===== src/shared/pvic_pkg.sv =====
// constants, types and field tables for the vectored interrupt controller
// assumes a single hclk domain; one register word per aligned 32-bit AHB-Lite slot
package pvic_pkg;
    localparam int NUM_EVT = 13;
    localparam int NUM_SOFT = 7;
    localparam int NUM_HWTRAP = 5;
    localparam int NUM_SWTRAP = 16;
    // register byte offsets
    localparam logic [7:0] OFS_EN_LOW = 8'h00;
    localparam logic [7:0] OFS_EN_HIGH = 8'h04;
    localparam logic [7:0] OFS_PA_BASE = 8'h08;
    localparam logic [7:0] OFS_PA_LAST = 8'h24;
    localparam logic [7:0] OFS_SOFT_REQ = 8'h28;
    localparam logic [7:0] OFS_SOFT_EN = 8'h2C;
    localparam logic [7:0] OFS_STATUS = 8'h30;
    localparam logic [7:0] OFS_CTRL = 8'h34;
    localparam logic [7:0] RST_REG8 = 8'h00;
    localparam int PA_MISSING = 3;
    localparam int GLOBAL_EN_BIT = 7;
    localparam int CTRL_T2_BAUD = 0;
    localparam int CTRL_EXT0_LVL = 1;
    localparam int CTRL_EXT1_LVL = 2;
    localparam int EN_EXT0_BIT = 0;
    localparam int EN_EXT1_BIT = 2;
    localparam int EVT_TIMER2 = 4;
    localparam logic [3:0] LVL_SOFT_TOP = 4'h7;
    localparam logic [3:0] LVL_EVT_LOW = 4'h9;
    // per event: enable bit in {high,low} and level field slot (same index)
    localparam logic [12:0][3:0] EVT_SLOT = {4'hF, 4'hE, 4'hD, 4'hC, 4'hB, 4'h9,
        4'h8, 4'h5, 4'h4, 4'h3, 4'h2, 4'h1, 4'h0};
    localparam logic [12:0][4:0] EVT_RANK = {5'h11, 5'h10, 5'h0F, 5'h0E, 5'h0D,
        5'h0B, 5'h0A, 5'h07, 5'h06, 5'h05, 5'h04, 5'h03, 5'h02};
    localparam logic [12:0][15:0] EVT_VEC = {16'h00BC, 16'h00B8, 16'h00B4,
        16'h00B0, 16'h00AC, 16'h00A4, 16'h00A0, 16'h0094, 16'h0090, 16'h008C,
        16'h0088, 16'h0084, 16'h0080};
    localparam logic [15:0] VEC_RESET = 16'h0000;
    localparam logic [15:0] VEC_STEP = 16'h0004;
    localparam logic [15:0] VEC_SWTRAP_BASE = 16'h0040;
    localparam logic [15:0] VEC_SOFT_BASE = 16'h0100;

    typedef enum logic [2:0] {
        K_NONE = 3'b000,
        K_RESET = 3'b001,
        K_HWTRAP = 3'b010,
        K_SWTRAP = 3'b011,
        K_EVENT = 3'b100,
        K_SOFT = 3'b101
    } pvic_kind_t;

    typedef enum logic [1:0] {
        S_IDLE = 2'b00,
        S_OFFER = 2'b01,
        S_GAP = 2'b10
    } pvic_fsm_t;

    // request handed to the core sequencer
    typedef struct packed {
        logic req;
        pvic_kind_t kind;
        logic [4:0] idx;
        logic [3:0] level;
        logic [15:0] vector;
    } pvic_offer_t;

    // answer from the core sequencer
    typedef struct packed {
        logic ack;
        logic [3:0] level;
    } pvic_core_t;

    // non-maskable sources, one-cycle pulses
    typedef struct packed {
        logic reset_req;
        logic [4:0] hw_trap;
        logic sw_trap;
        logic [3:0] sw_trap_num;
    } pvic_exc_t;
endpackage : pvic_pkg


===== src/core/pvic_event_arb.sv =====
// ranks the maskable events and software interrupts against the core level
// assumes registered inputs on hclk; combinational, hclk only clocks the checks
`timescale 1ns/1ps
`default_nettype none
module pvic_event_arb (
    input wire logic hclk,
    input wire logic [12:0] evt_req,
    input wire logic [15:0] evt_en,
    input wire logic [7:0][7:0] prio,
    input wire logic [3:0] core_level,
    input wire logic [6:0] soft_req,
    input wire logic [6:0] soft_en,
    output logic found,
    output pvic_pkg::pvic_kind_t kind,
    output logic [4:0] idx,
    output logic [3:0] level
);
    import pvic_pkg::*;

    logic [12:0] elig;
    logic [12:0][3:0] lvl;
    logic [12:0] beaten;

    // per event level and eligibility
    genvar g;
    generate
        for (g = 0; g < NUM_EVT; g++) begin : g_evt
            localparam int SL = int'(EVT_SLOT[g]);
            logic [2:0] field;
            assign field = prio[SL / 2][(SL % 2) * 4 +: 3];
            assign lvl[g] = {1'b1, field};
            // zero field and clear enables both keep the event out
            assign elig[g] = evt_req[g] && evt_en[SL] && evt_en[GLOBAL_EN_BIT]
                && (field != 3'h0) && (lvl[g] > core_level);
        end
    endgenerate

    // level first, rank on a tie; any event beats any software interrupt
    always_comb begin
        found = 1'b0;
        kind = K_NONE;
        idx = 5'h00;
        level = 4'h0;
        for (int i = 0; i < NUM_EVT; i++) begin
            if (elig[i] && (!found || lvl[i] > level)) begin
                found = 1'b1;
                kind = K_EVENT;
                idx = 5'(i);
                level = lvl[i];
            end
        end
        for (int n = NUM_SOFT - 1; n >= 0; n--) begin
            if (!found && soft_req[n] && soft_en[n] && 4'(n + 1) > core_level) begin
                found = 1'b1;
                kind = K_SOFT;
                idx = 5'(n);
                level = 4'(n + 1);
            end
        end
    end

    // helper for checks: some eligible event outranks the winner
    always_comb begin
        beaten = '0;
        for (int i = 0; i < NUM_EVT; i++) begin
            beaten[i] = elig[i] && kind == K_EVENT && (lvl[i] > level
                || (lvl[i] == level && EVT_RANK[i] < EVT_RANK[idx[3:0]]));
        end
    end
endmodule : pvic_event_arb
`default_nettype wire


===== src/core/pvic_top.sv =====
// vectored interrupt controller: AHB-Lite registers, non-maskable latches,
// arbitration and the request/acknowledge exchange with the core sequencer
// assumes peripheral flags and core signals are on hclk; pins are asynchronous
`timescale 1ns/1ps
`default_nettype none
module pvic_top (
    input wire logic hclk,
    input wire logic hresetn,
    input wire logic ce,
    input wire logic hsel,
    input wire logic [31:0] haddr,
    input wire logic [1:0] htrans,
    input wire logic hwrite,
    input wire logic [2:0] hsize,
    input wire logic [31:0] hwdata,
    input wire logic hready,
    output logic hreadyout,
    output logic [31:0] hrdata,
    output logic hresp,
    input wire logic [12:0] evt_flags,
    input wire pvic_pkg::pvic_exc_t exc_in,
    input wire pvic_pkg::pvic_core_t core_in,
    output pvic_pkg::pvic_offer_t offer_out,
    input wire logic timer2_capture_pin,
    input wire logic ext0_pin_n,
    input wire logic ext1_pin_n,
    input wire logic power_down,
    output logic wake_request
);
    import pvic_pkg::*;

    typedef struct packed {
        logic [7:0] en_low;
        logic [7:0] en_high;
        logic [7:0][7:0] pa;
        logic [6:0] soft_req;
        logic [6:0] soft_en;
        logic [2:0] ctrl;
        logic ph_valid;
        logic ph_write;
        logic [7:0] ph_addr;
        logic [31:0] rdata;
        logic [2:0] pin_s1;
        logic [2:0] pin_s2;
        logic t2_prev;
        logic t2_ext_flag;
        logic rst_pend;
        logic [4:0] hw_pend;
        logic [15:0] sw_pend;
        pvic_fsm_t fsm;
        pvic_offer_t offer;
        logic wake;
    } pvic_state_t;

    pvic_state_t s;
    pvic_state_t next_s;
    logic [12:0] evt_req;
    logic arb_found;
    pvic_kind_t arb_kind;
    logic [4:0] arb_idx;
    logic [3:0] arb_level;
    pvic_offer_t cand;
    logic acked;
    logic t2_fall;

    ////////////////////////////////////////////////////////////////////////
    // bus answers: zero wait, always OKAY; ce low stalls the bus
    assign hreadyout = ce;
    assign hresp = 1'b0;
    assign hrdata = s.rdata;
    assign offer_out = s.offer;
    assign wake_request = s.wake;

    // timer 2 request also fed by the capture pin flag
    assign evt_req = evt_flags | (13'(s.t2_ext_flag) << EVT_TIMER2);
    assign t2_fall = s.t2_prev && !s.pin_s2[0];
    assign acked = s.fsm == S_OFFER && core_in.ack;

    pvic_event_arb u_arb (
        .hclk(hclk),
        .evt_req(evt_req),
        .evt_en({s.en_high, s.en_low}),
        .prio(s.pa),
        .core_level(core_in.level),
        .soft_req(s.soft_req),
        .soft_en(s.soft_en),
        .found(arb_found),
        .kind(arb_kind),
        .idx(arb_idx),
        .level(arb_level)
    );

    ////////////////////////////////////////////////////////////////////////
    // register read word, address taken in the address phase
    function automatic logic [31:0] read_word(input pvic_state_t r, input logic [7:0] a,
        input logic [12:0] rq);
        logic [31:0] w;
        logic [7:0] k;
        w = 32'h0000_0000;
        k = (a - OFS_PA_BASE) >> 2;
        if (a == OFS_EN_LOW) w[7:0] = r.en_low;
        else if (a == OFS_EN_HIGH) w[7:0] = r.en_high;
        else if (a >= OFS_PA_BASE && a <= OFS_PA_LAST) w[7:0] = r.pa[k[2:0]];
        else if (a == OFS_SOFT_REQ) w[6:0] = r.soft_req;
        else if (a == OFS_SOFT_EN) w[6:0] = r.soft_en;
        else if (a == OFS_CTRL) w[2:0] = r.ctrl;
        else if (a == OFS_STATUS) begin
            w[12:0] = rq;
            w[13] = r.t2_ext_flag;
            w[19:16] = r.offer.level;
            w[20] = r.offer.req;
            w[23:21] = r.offer.kind;
        end
        return w;
    endfunction : read_word

    ////////////////////////////////////////////////////////////////////////
    // non-maskable winner first, then the maskable arbiter
    always_comb begin
        cand = '0;
        if (s.rst_pend) begin
            cand = '{1'b1, K_RESET, 5'h00, 4'hF, VEC_RESET};
        end else if (s.hw_pend != '0) begin
            for (int t = NUM_HWTRAP - 1; t >= 0; t--) begin
                if (s.hw_pend[t]) begin
                    cand = '{1'b1, K_HWTRAP, 5'(t), 4'hF,
                        16'(VEC_STEP * 16'(t + 1))};
                end
            end
        end else if (s.sw_pend != '0) begin
            for (int t = NUM_SWTRAP - 1; t >= 0; t--) begin
                if (s.sw_pend[t]) begin
                    cand = '{1'b1, K_SWTRAP, 5'(t), 4'hF,
                        16'(VEC_SWTRAP_BASE + VEC_STEP * 16'(t))};
                end
            end
        end else if (arb_found && arb_kind == K_EVENT) begin
            cand = '{1'b1, K_EVENT, arb_idx, arb_level,
                EVT_VEC[arb_idx[3:0]]};
        end else if (arb_found) begin
            cand = '{1'b1, K_SOFT, arb_idx, arb_level,
                16'(VEC_SOFT_BASE + VEC_STEP * 16'(arb_idx))};
        end
    end

    ////////////////////////////////////////////////////////////////////////
    // next state
    always_comb begin
        logic [7:0] pa_k;
        logic [7:0] wa;
        pa_k = 8'h00;
        wa = s.ph_addr;
        next_s = s;
        // pin synchronisers, second stage feeds all logic
        next_s.pin_s1 = {ext1_pin_n, ext0_pin_n, timer2_capture_pin};
        next_s.pin_s2 = s.pin_s1;
        next_s.t2_prev = s.pin_s2[0];
        // acknowledge drops the served non-maskable or soft request
        if (acked) begin
            case (s.offer.kind)
                K_RESET: next_s.rst_pend = 1'b0;
                K_HWTRAP: next_s.hw_pend[s.offer.idx[2:0]] = 1'b0;
                K_SWTRAP: next_s.sw_pend[s.offer.idx[3:0]] = 1'b0;
                K_SOFT: next_s.soft_req[s.offer.idx[2:0]] = 1'b0;
                K_EVENT: begin
                    if (s.offer.idx == 5'(EVT_TIMER2)) next_s.t2_ext_flag = 1'b0;
                end
                default: next_s.rst_pend = s.rst_pend;
            endcase
        end
        // new sources win over a same-cycle clear
        if (exc_in.reset_req) next_s.rst_pend = 1'b1;
        next_s.hw_pend = next_s.hw_pend | exc_in.hw_trap;
        if (exc_in.sw_trap) next_s.sw_pend[exc_in.sw_trap_num] = 1'b1;
        if (s.ctrl[CTRL_T2_BAUD] && t2_fall) next_s.t2_ext_flag = 1'b1;
        // data phase write; software set also beats an acknowledge clear
        if (s.ph_valid && s.ph_write) begin
            pa_k = (wa - OFS_PA_BASE) >> 2;
            if (wa == OFS_EN_LOW) next_s.en_low = hwdata[7:0];
            else if (wa == OFS_EN_HIGH) next_s.en_high = hwdata[7:0];
            else if (wa >= OFS_PA_BASE && wa <= OFS_PA_LAST
                && pa_k != 8'(PA_MISSING)) begin
                next_s.pa[pa_k[2:0]] = hwdata[7:0] & 8'h77;
            end else if (wa == OFS_SOFT_REQ) next_s.soft_req = hwdata[6:0];
            else if (wa == OFS_SOFT_EN) next_s.soft_en = hwdata[6:0];
            else if (wa == OFS_CTRL) next_s.ctrl = hwdata[2:0];
        end
        // address phase capture and read data
        next_s.ph_valid = hsel && htrans[1] && hready;
        next_s.ph_write = hwrite;
        next_s.ph_addr = haddr[7:0] & 8'hFC;
        if (hsel && htrans[1] && hready && !hwrite) begin
            next_s.rdata = read_word(s, haddr[7:0] & 8'hFC, evt_req);
        end
        // power-down wake from level-sensitive enabled external inputs
        next_s.wake = power_down && s.en_low[GLOBAL_EN_BIT] && ((s.ctrl[CTRL_EXT0_LVL]
            && s.en_low[EN_EXT0_BIT] && !s.pin_s2[1]) || (s.ctrl[CTRL_EXT1_LVL]
            && s.en_low[EN_EXT1_BIT] && !s.pin_s2[2]));
        // offer sequencing; the gap lets the core raise its level
        case (s.fsm)
            S_IDLE: begin
                next_s.offer = cand;
                if (cand.req) next_s.fsm = S_OFFER;
            end
            S_OFFER: begin
                if (core_in.ack) begin
                    next_s.offer.req = 1'b0;
                    next_s.fsm = S_GAP;
                end else begin
                    next_s.offer = cand;
                    if (!cand.req) next_s.fsm = S_IDLE;
                end
            end
            S_GAP: next_s.fsm = S_IDLE;
            default: next_s.fsm = S_IDLE;
        endcase
    end

    ////////////////////////////////////////////////////////////////////////
    // state register; reset leaves every maskable enable clear
    always_ff @(posedge hclk or negedge hresetn) begin
        if (!hresetn) begin
            s <= '0;
        end else if (ce) begin
            s <= next_s;
        end
    end
endmodule : pvic_top
`default_nettype wire


===== config.mk =====
export PLATFORM = sky130hd
export DESIGN_NAME = pvic_top
export DESIGN_NICKNAME = d
export VERILOG_FILES = /design/src/shared/pvic_pkg.sv /design/src/core/pvic_event_arb.sv /design/src/core/pvic_top.sv
export SDC_FILE = /design/constraint.sdc
export NUM_CORES = 1
export LEC_CHECK = 0
export BUFFER_PORTS_ARGS = -buffer_cell sky130_fd_sc_hd__buf_2
export CORE_MARGIN = 2
export CORE_UTILIZATION = 40
export CTS_CLUSTER_SIZE = 28
export DETAILED_ROUTE_END_ITERATION = 7
export PLACE_DENSITY_LB_ADDON = 0.08
export SETUP_SLACK_MARGIN = 0.5
export SYNTH_ARGS = -nofsm -noshare
export SYNTH_HDL_FRONTEND = slang
export SYNTH_SLANG_ARGS = --single-unit

===== constraint.sdc =====
create_clock -name hclk -period 42.7 [get_ports hclk]
set_clock_uncertainty 0.15 [all_clocks]
set_input_delay 0 -clock hclk [delete_from_list [all_inputs] [get_ports hclk]]
set_output_delay 0 -clock hclk [all_outputs]
set_load 0.005 [all_outputs]

==> results.sh, run 1 <==
export IMPL_status="finished, violations left"
export IMPL_violations="hold timing"
export IMPL_clock_root_buffer="clkbuf_16"
export IMPL_worstReg2RegStart="s[200]"
export IMPL_cp_end_kind="flop"
export IMPL_yosys_warnings=0
export IMPL_setup_viol_count_final=0
export IMPL_initial_core_util_pct=40.66
export IMPL_hold_path_startpoint="evt_flags[2]"
export IMPL_grt_overflow=0
export IMPL_vias=9600
export IMPL_setup_tns_ns=0
export IMPL_cts_htree_levels=4
export IMPL_slowest_stage="dfrtp_1"
export IMPL_comb_power_share_pct=12.5
export IMPL_whs_ns=-0.0001255
export IMPL_finalWeightedCongestion=0.9184
export IMPL_p_clk_share_pct=41.1
export IMPL_synth_adder_area_share_pct=8.971
export IMPL_swShare_pct=28.85
export IMPL_ys_ff_latch=163
export IMPL_power_frac_seq_pct=46.4
export IMPL_drc=0
export IMPL_cp_slowest_stage_delay_ns=0.75
export IMPL_area_growth_pct=13.32
export IMPL_antenna_found_initial=1
export IMPL_drive_gt1_share_pct=20.27
export IMPL_synthMuxAreaShare_pct=11.94
export IMPL_fillCellCount=2739
export IMPL_hold_end="hrdata[2]"
export IMPL_num_rows=61
export IMPL_cp_required_ns=42.83
export IMPL_nets=1449
export IMPL_total_leakage_power_nw=5.834
export IMPL_via_per_inst=5.815
export IMPL_drt_iter0_markers=800
export IMPL_cap_viol_max_count=0
export IMPL_grt_pass1_wl_um=54890
export IMPL_port_buffers=96
export IMPL_postSynthAreaPerCell_um2=9.615
export IMPL_reg2reg_slack_ns=21.24
export IMPL_syn_cell_area_mm2=0.01130
export IMPL_first_pass_iters=5
export IMPL_worstMarginPinSlew_ns=0.9997
export IMPL_syn_inst=1175
export IMPL_synthXorXnorAreaFrac_pct=0.07753
export IMPL_cts_tree="built"
export IMPL_die_h_um=172.1
export IMPL_pre_cts_ws_ns=21.57
export IMPL_path_class="reg -> reg"
export IMPL_synth_top_family_by_area="compound AO/OA/AOI/OAI gates"
export IMPL_fmax_ghz=0.04659
export IMPL_p_int_mw=0.2682
export IMPL_antennaDiodeCount=0
export IMPL_clk_pin_slew_ns=0.07
export IMPL_rsz0062_at_grt="no"
export IMPL_finalCritPeriodShare_pct=50.26
export IMPL_core_mm2=0.02778
export IMPL_wire_per_inst_um=21.55
export IMPL_grt_total_usage_pct=24.60
export IMPL_maxSlewViolCount=0
export IMPL_crit_path_frequent_cell="ha_1"
export IMPL_synth_edf_count=0
export IMPL_p_switching_mw=0.1087
export IMPL_grt_max_degree=97
export IMPL_hold_depth=5
export IMPL_ir_worst_vdd_mv=0.01958
export IMPL_min_path_type="in -> reg"
export IMPL_synth_cell_type_count=88
export IMPL_r2r_end="offer_out[4]"
export IMPL_p_per_area_mw_per_mm2=29.44
export IMPL_synth_compound_area_share_pct=20.43
export IMPL_ioPinCount=172
export IMPL_hold_violations=1
export IMPL_ctsResizeCount=0
export IMPL_grt_pass1_vias=9224
export IMPL_final_common_cell="dfrtp_1"
export IMPL_yosys_area_share_simple_pct=14.96
export IMPL_die_area_mm2=0.02960
export IMPL_yosysSeqAreaShare_pct=36.11
export IMPL_worstSetupStartpointType="flop"
export IMPL_async_reset_ff_share_pct=100.0
export IMPL_hpwl_um=26310
export IMPL_clock_path_buffers=2
export IMPL_r2r_cells=95
export IMPL_finalCriticalPeriod_ns=21.46
export IMPL_postLayoutSetupSlackWorst_ns=21.24
export IMPL_slew_headroom_pct=32.74
export IMPL_die_w_um=172.1
export IMPL_antenna_left=0
export IMPL_cts_sinks=163
export IMPL_critPathArrivalTime_ns=21.59
export IMPL_synth_ff_type="dfrtp_1"
export IMPL_final_cell_mix="dfrtp_1 (163), buf_2 (95), nand2_1 (92), o21ai_0 (92), mux2_2 (90)"
export IMPL_cp_max_fo=16
export IMPL_clock_latency_ns=0.45
export IMPL_cts_buffers=17
export IMPL_drt_total_wl_um=35580
-- area by class of cell --
type,instances,area [um^2],share of cell area [%]
Sequential cell,163,4079,31.86
Multi-Input combinational cell,875,6455,50.42
Clock buffer,19,442.9,3.460
Timing Repair Buffer,152,1022,7.985
Clock inverter,13,138.9,1.085
Inverter,51,191.4,1.495
Tap cell,378,473.0,3.694
-- worst max-delay path by stage --
stage | cells past startpoint | start | slack (ns) | to
detailed placement | 95 | s[200] | 21.57 | offer_out[4]
global placement | 95 | s[200] | 21.64 | offer_out[4]
CTS | 95 | s[200] | 21.51 | offer_out[4]
floorplan | 102 | s[123] | 25.35 | offer_out[4]
finish | 95 | s[200] | 21.24 | offer_out[4]
global route | 98 | s[123] | 19.36 | offer_out[4]
-- state kept, by name (all words and copies together) (netlist names) --
| register | cells |
|---|---|
| next_s | 4 |
| s | 117 |
| wake_request | 1 |
| hrdata | 22 |
| offer_out | 19 |
-- worst max-delay path, delay by kind of cell (launching register included) --
kind                     cells  cell delay [ns]
AO/OA/AOI/OAI               59            13.01
flip-flops                   1             0.75
buffers and inverters        6             0.47
AND/OR/NAND/NOR             17             3.47
adder cells (fa/ha/maj)     13             3.43
-- kinds of logic (layout without fill, tap and decap cells) --
kind of cell / Yosys count / count (layout)
AND/OR/NAND/NOR: 333 / 333
AO/OA/AOI/OAI: 328 / 328
flip-flops: 163 / 163
buffers and inverters: 157 / 235
multiplexers: 111 / 111
adder cells (fa/ha/maj): 81 / 81
other: 1 / 21
XOR/XNOR: 1 / 1
-- power groups by stage --
stage	combinational, mW	sequential [mW]	clock [mW]
after global placement	0.0423	0.177	0
after CTS	0.0473	0.175	0.158
after floorplan	0.0311	0.173	0
after global routing	0.0533	0.176	0.164
final	0.0471	0.175	0.155
after detailed placement	0.0430	0.177	0
-- what timing repair did --
item / 4_1_cts / 5_1_grt
endpoints found under the hold margin: 223 / 0
buffers inserted: 0 / 0
hold buffers: 46 / 0
-- layer usage --
layer  GRT usage (%)  share of wire [%]
met2           38.50                 44
met5               0              0.037
met4           6.321                1.9
met1           35.48                 48
met3           3.914                5.2
-- through the flow --
step                total power, mW  instance area (um^2)  instances  hold slack, ns  util [%]
finish                       0.3769                 12800       1651      -0.0001255     46.08
detailed placement           0.2205                 11760       1573        0.003972     42.33
global placement             0.2197                 11760       1573         0.01150     42.33
floorplan                    0.2039                 11370       1195         -0.4456         -
global route                 0.3935                 12800       1651         0.04015     46.08
CTS                          0.3794                 12800       1651        0.002849     46.08
-- cell usage after synthesis (8+ instances only) --
| cell | instances | area, um^2 |
|---|---|---|
| nand4_1 | 25 | 156.4 |
| buf_4 | 66 | 495.5 |
| nor4_1 | 13 | 81.33 |
| a21oi_1 | 38 | 190.2 |
| nand3_1 | 30 | 150.1 |
| mux2i_1 | 11 | 110.1 |
| nor2b_1 | 17 | 106.4 |
| o31ai_1 | 10 | 75.07 |
| a31oi_1 | 16 | 100.1 |
| nand2b_1 | 11 | 68.82 |
| a22o_1 | 28 | 245.2 |
| nand2_1 | 92 | 345.3 |
| a21o_1 | 12 | 90.09 |
| ha_1 | 81 | 1013 |
| a32oi_1 | 8 | 70.07 |
| dfrtp_1 | 163 | 4079 |
| inv_1 | 50 | 187.7 |
| and3_1 | 15 | 93.84 |
| nor2_1 | 61 | 229.0 |
| clkbuf_1 | 30 | 112.6 |
| o21ai_0 | 92 | 460.4 |
| nand3b_1 | 8 | 60.06 |
| mux2_2 | 90 | 1013 |
| o22ai_1 | 10 | 62.56 |
| o21a_1 | 13 | 97.59 |
| mux4_2 | 10 | 225.2 |
| nor3_1 | 29 | 145.1 |
Note: power is estimated with default switching activity, not from simulation.
==> run 2, diff against run 1 <==
--- a/config.mk
+++ b/config.mk
@@ -5,6 +5,7 @@
 export SDC_FILE = /design/constraint.sdc
 export NUM_CORES = 1
 export LEC_CHECK = 0
+export ABC_AREA = 1
 export BUFFER_PORTS_ARGS = -buffer_cell sky130_fd_sc_hd__buf_2
 export CORE_MARGIN = 2
 export CORE_UTILIZATION = 40
==> constraint.sdc (replaced) <==
create_clock -name hclk -period 19.5 [get_ports hclk]
set_clock_uncertainty 0.15 [all_clocks]
set_input_delay 0 -clock hclk [delete_from_list [all_inputs] [get_ports hclk]]
set_output_delay 0 -clock hclk [all_outputs]
set_load 0.005 [all_outputs]
==> run 2 against run 1 <==
  * The flow still finishes with violations (hold timing)
  * Non-clock buffer count grew 1
  * Worst hold slack lost 0.0014 ns
  * Global-route usage grew 0.48 points
  * Count of clock-buffer cells in the layout shrank 1
  * Utilization grew 0.20 points
  * Fmax grew 27%
  * Flip-flop and latch count is the same
==> results.sh, run 2 <==
export IMPL_status="finished, violations left"
export IMPL_violations="hold timing"
export IMPL_cts_htree_levels=4
export IMPL_swShare_pct=31.15
export IMPL_clk_pin_slew_ns=0.07
export IMPL_path_class="reg -> reg"
export IMPL_synth_cell_type_count=56
export IMPL_cts_sinks=163
export IMPL_whs_ns=-0.001528
export IMPL_synth_area_leaders="dfrtp_1 (36%), nand2_1 (12%), ha_1 (9.0%)"
export IMPL_yosysSeqAreaShare_pct=36.07
export IMPL_yosysMostFrequentCell="nand2_1"
export IMPL_cts_buffers=17
export IMPL_clock_path_buffers=2
export IMPL_hold_violations=1
export IMPL_area_growth_pct=13.70
export IMPL_yosys_warnings=0
export IMPL_syn_inst=1554
export IMPL_p_int_mw=0.6010
export IMPL_core_mm2=0.02778
export IMPL_setup_tns_ns=0
export IMPL_die_area_mm2=0.02964
export IMPL_synth_ff_type="dfrtp_1"
export IMPL_post_cts_setup_buffer_count=0
export IMPL_synth_adder_area_share_pct=8.961
export IMPL_p_per_area_mw_per_mm2=67.89
export IMPL_r2r_end="offer_out[3]"
export IMPL_clock_root_buffer="clkbuf_16"
export IMPL_clock_latency_ns=0.44
export IMPL_maxSlewViolCount=0
export IMPL_final_common_cell="nand2_1"
export IMPL_grt_pass1_vias=10060
export IMPL_grt_overflow=0
export IMPL_grt_pass1_wl_um=56360
export IMPL_p_clk_share_pct=39.1
export IMPL_ioPinCount=172
export IMPL_slew_headroom_pct=23.49
export IMPL_postSynthAreaPerCell_um2=7.278
export IMPL_drt_total_wl_um=35940
export IMPL_worstSetupStartpointType="flop"
export IMPL_initial_core_util_pct=40.71
export IMPL_antenna_left=0
export IMPL_yosys_area_share_simple_pct=26.44
export IMPL_drive_gt1_share_pct=10.29
export IMPL_cp_end_kind="flop"
export IMPL_worstReg2RegStart="s[200]"
export IMPL_comb_power_share_pct=16.3
export IMPL_met1Wirelength_um=17350
export IMPL_drt_iter0_markers=936
export IMPL_wire_per_inst_um=17.62
export IMPL_via_per_inst=5.223
export IMPL_die_h_um=172.2
export IMPL_synth_edf_count=0
export IMPL_cp_required_ns=19.68
export IMPL_cts_tree="built"
export IMPL_yosysTopAreaCellShare_pct=36.07
export IMPL_antenna_found_initial=0
export IMPL_nets=1838
export IMPL_synthTopCellsByCount="nand2_1 (373), inv_1 (201), o21ai_0 (184)"
export IMPL_finalWeightedCongestion=0.8856
export IMPL_antennaDiodeCount=0
export IMPL_syn_cell_area_mm2=0.01131
export IMPL_r2r_cells=126
export IMPL_cp_startpoint="s[200]"
export IMPL_finalCriticalPeriod_ns=16.92
export IMPL_hpwl_um=26900
export IMPL_ir_worst_vdd_mv=0.05583
export IMPL_finalCritPeriodShare_pct=86.79
export IMPL_power_frac_seq_pct=44.6
export IMPL_crit_path_frequent_cell="nand2_1"
export IMPL_vias=10660
export IMPL_cp_max_fo=9
export IMPL_maxUsedRoutingLayer="met4"
export IMPL_synthXorXnorAreaFrac_pct=0
export IMPL_rsz0062_at_grt="no"
export IMPL_num_rows=61
export IMPL_critPathArrivalTime_ns=17.10
export IMPL_cap_viol_max_count=0
export IMPL_reg2reg_slack_ns=2.58
export IMPL_grt_max_degree=72
export IMPL_cp_slowest_stage_delay_ns=0.70
export IMPL_port_buffers=96
export IMPL_die_w_um=172.2
export IMPL_setup_viol_count_final=0
export IMPL_largest_reg_flops=117
export IMPL_first_pass_iters=6
export IMPL_crit_end="offer_out[3]"
export IMPL_synth_top_cell_by_area="dfrtp_1"
export IMPL_synthMuxAreaShare_pct=0
export IMPL_synth_compound_area_share_pct=15.80
export IMPL_largest_register="s"
export IMPL_final_cell_mix="nand2_1 (373), inv_1 (201), o21ai_0 (184)"
export IMPL_dr_wl_met2_um=15880
export IMPL_worstMarginPinSlew_ns=1.137
export IMPL_fmax_ghz=0.05909
export IMPL_wl_met3_um=2221
export IMPL_min_path_type="in -> async"
export IMPL_synth_top_family_by_area="simple AND/OR/NAND/NOR gates"
export IMPL_total_leakage_power_nw=6.299
export IMPL_drc=0
export IMPL_slowest_stage="dfrtp_1"
export IMPL_p_switching_mw=0.2719
export IMPL_grt_total_usage_pct=25.09
export IMPL_ys_ff_latch=163
export IMPL_async_reset_ff_share_pct=100.0
## run 2: cells by family after synthesis
logic type / count (synthesis)
compound gates: 311
fa+ha+maj: 81
buf+inv: 313
flops: 163
other cells: 1
simple gates: 685
## run 2: power by group through the flow
| stage | combinational [mW] | clock, mW | sequential, mW |
|---|---|---|---|
| 6_report | 0.142 | 0.341 | 0.389 |
| 5_1_grt | 0.165 | 0.359 | 0.393 |
| 4_1_cts | 0.142 | 0.347 | 0.389 |
| 3_5_place_dp | 0.133 | 0 | 0.395 |
| 3_3_place_gp | 0.132 | 0 | 0.395 |
| 2_1_floorplan | 0.0952 | 0 | 0.388 |
## run 2: area by class of cell
| cell class | instances | area [um^2] |
|---|---|---|
| timing repair buffer | 153 | 1035 |
| fill | 2856 | 14920 |
| inverter | 216 | 817.0 |
| multi-input combinational | 1098 | 5869 |
| sequential | 163 | 4079 |
| clock inverter | 14 | 146.4 |
| tap | 378 | 473.0 |
| clock buffer | 18 | 439.2 |
## run 2: per-stage QoR
step / cells / utilization, % / power [mW] / setup slack, ns / area, um^2
after floorplan: 1574 / - / 0.4830 / 5.202 / 11380
after global placement: 1960 / 42.45 / 0.5267 / 2.875 / 11790
after detailed placement: 1960 / 42.45 / 0.5284 / 2.746 / 11790
after CTS: 2040 / 46.28 / 0.8782 / 2.708 / 12860
after global routing: 2040 / 46.28 / 0.9167 / 0.8911 / 12860
final: 2040 / 46.28 / 0.8730 / 2.577 / 12860
## run 2: how the worst min path moves through the flow
stage,to,slack (ns)
floorplan,hrdata[0],-0.45
global placement,hrdata[18],-0.08
detailed placement,hrdata[16],-0.08
CTS,hrdata[4],0.005
global route,hrdata[4],0.02
finish,hrdata[16],-0.002
## run 2: what timing repair did
action | in CTS | in global routing
hold buffers | 48 | 0
endpoints found under the hold margin | 143 | 0
resized for setup | 0 | 0
setup endpoints to repair | 0 | 0
## run 2: critical path: cells and delay by family, from the launching register on
kind / cells / cell delay, ns
buffers and inverters: 17 / 1.33
and+or+nand+nor: 70 / 6.66
DFF: 1 / 0.70
AOI/OAI and AO/OA: 26 / 4.14
adders and majority gates: 13 / 3.80
## run 2: metal layers
metal / vias up / GRT usage, %
li1: 5274 / -
met1: 5034 / 36.66
met2: 321 / 39.18
met3: 26 / 3.799
met4: 0 / 5.627
met5: - / 0
==> run 3, diff against run 2 <==
--- a/config.mk
+++ b/config.mk
@@ -13,6 +13,7 @@
 export DETAILED_ROUTE_END_ITERATION = 7
 export PLACE_DENSITY_LB_ADDON = 0.08
 export SETUP_SLACK_MARGIN = 0.5
+export SKIP_CTS_REPAIR_TIMING = 1
 export SYNTH_ARGS = -nofsm -noshare
 export SYNTH_HDL_FRONTEND = slang
 export SYNTH_SLANG_ARGS = --single-unit
==> constraint.sdc (replaced) <==
create_clock -name hclk -period 21 [get_ports hclk]
set_clock_uncertainty 0.15 [all_clocks]
set_input_delay 0 -clock hclk [delete_from_list [all_inputs] [get_ports hclk]]
set_output_delay 0 -clock hclk [all_outputs]
set_load 0.005 [all_outputs]
==> run 3 against run 2 <==
  * The run still ends with hold timing left
  * Global-route usage down 0.30 points
  * Sequential share of layout area up 0.096 points
  * Flip-flop and latch count unchanged
  * Highest routed layer unchanged
  * First-iteration DRC count up 1.8%
  * Critical endpoint unchanged
==> results.sh, run 3 (synthesized netlist as in run 2, its figures left out) <==
export IMPL_area_growth_pct=13.35
export IMPL_die_w_um=172.2
export IMPL_pre_cts_ws_ns=4.224
export IMPL_ioPinCount=172
export IMPL_worstMarginPinSlew_ns=1.101
export IMPL_cts_tree="built"
export IMPL_clock_root_buffer="clkbuf_16"
export IMPL_critPathArrivalTime_ns=17.22
export IMPL_core_mm2=0.02778
export IMPL_largest_register="s"
export IMPL_status="finished, violations left"
export IMPL_swShare_pct=30.62
export IMPL_worstSetupStartpointType="flop"
export IMPL_path_class="reg -> reg"
export IMPL_maxSlewViolCount=0
export IMPL_hpwl_um=26960
export IMPL_antenna_found_initial=0
export IMPL_cts_sinks=163
export IMPL_setup_viol_count_final=0
export IMPL_ir_worst_vdd_mv=0.05376
export IMPL_slew_headroom_pct=25.93
export IMPL_grt_pass1_wl_um=55460
export IMPL_drt_iter0_markers=953
export IMPL_cp_end_kind="flop"
export IMPL_hold_depth=5
export IMPL_violations="hold timing"
export IMPL_first_pass_iters=5
export IMPL_cp_max_fo=9
export IMPL_nets=1834
export IMPL_drt_total_wl_um=36120
export IMPL_grt_total_usage_pct=24.78
export IMPL_p_int_mw=0.5621
export IMPL_p_switching_mw=0.2481
export IMPL_initial_core_util_pct=40.71
export IMPL_clk_pin_slew_ns=0.07
export IMPL_grt_overflow=0
export IMPL_cp_required_ns=21.17
export IMPL_p_clk_share_pct=39.0
export IMPL_whs_ns=-0.04092
export IMPL_die_h_um=172.2
export IMPL_total_leakage_power_nw=6.287
export IMPL_wire_per_inst_um=17.74
export IMPL_port_buffers=96
export IMPL_slowest_stage="dfrtp_1"
export IMPL_comb_power_share_pct=16.3
export IMPL_drive_gt1_share_pct=10.31
export IMPL_crit_path_frequent_cell="nand2_1"
export IMPL_antennaDiodeCount=0
export IMPL_postLayoutSetupSlackWorst_ns=3.958
export IMPL_p_per_area_mw_per_mm2=63.20
export IMPL_cp_slowest_stage_delay_ns=0.68
export IMPL_cap_viol_max_count=0
export IMPL_placed_area_mm2=0.01179
export IMPL_fmax_ghz=0.05868
export IMPL_largest_reg_flops=117
export IMPL_grt_max_degree=72
export IMPL_drc=0
export IMPL_finalWeightedCongestion=0.8856
export IMPL_rsz0062_at_grt="no"
export IMPL_vias=10670
export IMPL_power_frac_seq_pct=44.7
export IMPL_clock_path_buffers=2
export IMPL_antenna_left=0
export IMPL_cts_htree_levels=4
export IMPL_final_cell_mix="nand2_1 (373), inv_1 (201), o21ai_0 (184)"
export IMPL_min_path_type="in -> reg"
export IMPL_die_area_mm2=0.02964
export IMPL_final_cell_area_mm2=0.01282
export IMPL_final_common_cell="nand2_1"
export IMPL_via_per_inst=5.239
export IMPL_finalCritPeriodShare_pct=81.15
export IMPL_grt_pass1_vias=9674
export IMPL_setup_tns_ns=0
export IMPL_hold_violations=4
export IMPL_clock_latency_ns=0.44
export IMPL_r2r_cells=126
export IMPL_cts_buffers=17
export IMPL_num_rows=61
export IMPL_finalCriticalPeriod_ns=17.04
## run 3: changes by cell type in the layout (fill, tap and decap cells not counted), sizes merged
cell         change
clkbuf           +2
clkinv           +1
dlygate4sd3      -4
inv              -3
## run 3: cell type report
type | instances | area [um^2]
Sequential cell | 163 | 4079
Tap cell | 378 | 473.0
Fill cell | 2861 | 14960
Inverter | 216 | 817.0
Clock inverter | 12 | 120.1
Multi-Input combinational cell | 1098 | 5869
Timing Repair Buffer | 149 | 994.7
Clock buffer | 20 | 466.7
## run 3: final timing paths
path | endpoint | slack (ns) | start
min in group asynchronous | hrdata[16] | -0.01 | hresetn
worst min-delay path | hrdata[7] | -0.04 | evt_flags[7]
max in group asynchronous | s[44] | 19.60 | hresetn
worst max register to register | offer_out[3] | 3.96 | s[200]
worst min register to register | next_s[56] | 0.32 | next_s[56]
worst max-delay path | offer_out[3] | 3.96 | s[200]
## run 3: per-layer routing
layer  wire length, um  up-vias  share of wire [%]  global-route usage, %
met5                 0        -                  0                      0
met4               214        0               0.59                  3.544
met3              1625       15                4.5                  3.479
met2             16190      279                 45                  39.13
met1             18100     5101                 50                  36.82
li1                  -     5272                  -                      -
## run 3: worst max-delay path: cells and delay by family (launching register included)
kind | cells | cell delay [ns]
compound gates | 26 | 4.19
simple gates | 70 | 6.79
buf+inv | 17 | 1.36
fa+ha+maj | 13 | 3.78
flops | 1 | 0.68
## run 3: through the flow
step	utilization [%]	std cells	total power, mW
2_1_floorplan	-	1574	0.4485
3_3_place_gp	42.45	1960	0.4891
3_5_place_dp	42.45	1960	0.4906
4_1_cts	44.56	1992	0.8055
5_1_grt	46.14	2036	0.8499
6_report	46.14	2036	0.8102
## run 3: power groups by stage
stage / combinational, mW / sequential [mW] / clock (mW)
after floorplan: 0.0884 / 0.360 / 0
after global placement: 0.122 / 0.367 / 0
after detailed placement: 0.124 / 0.367 / 0
after CTS: 0.124 / 0.361 / 0.320
after global routing: 0.151 / 0.365 / 0.333
final: 0.132 / 0.362 / 0.316
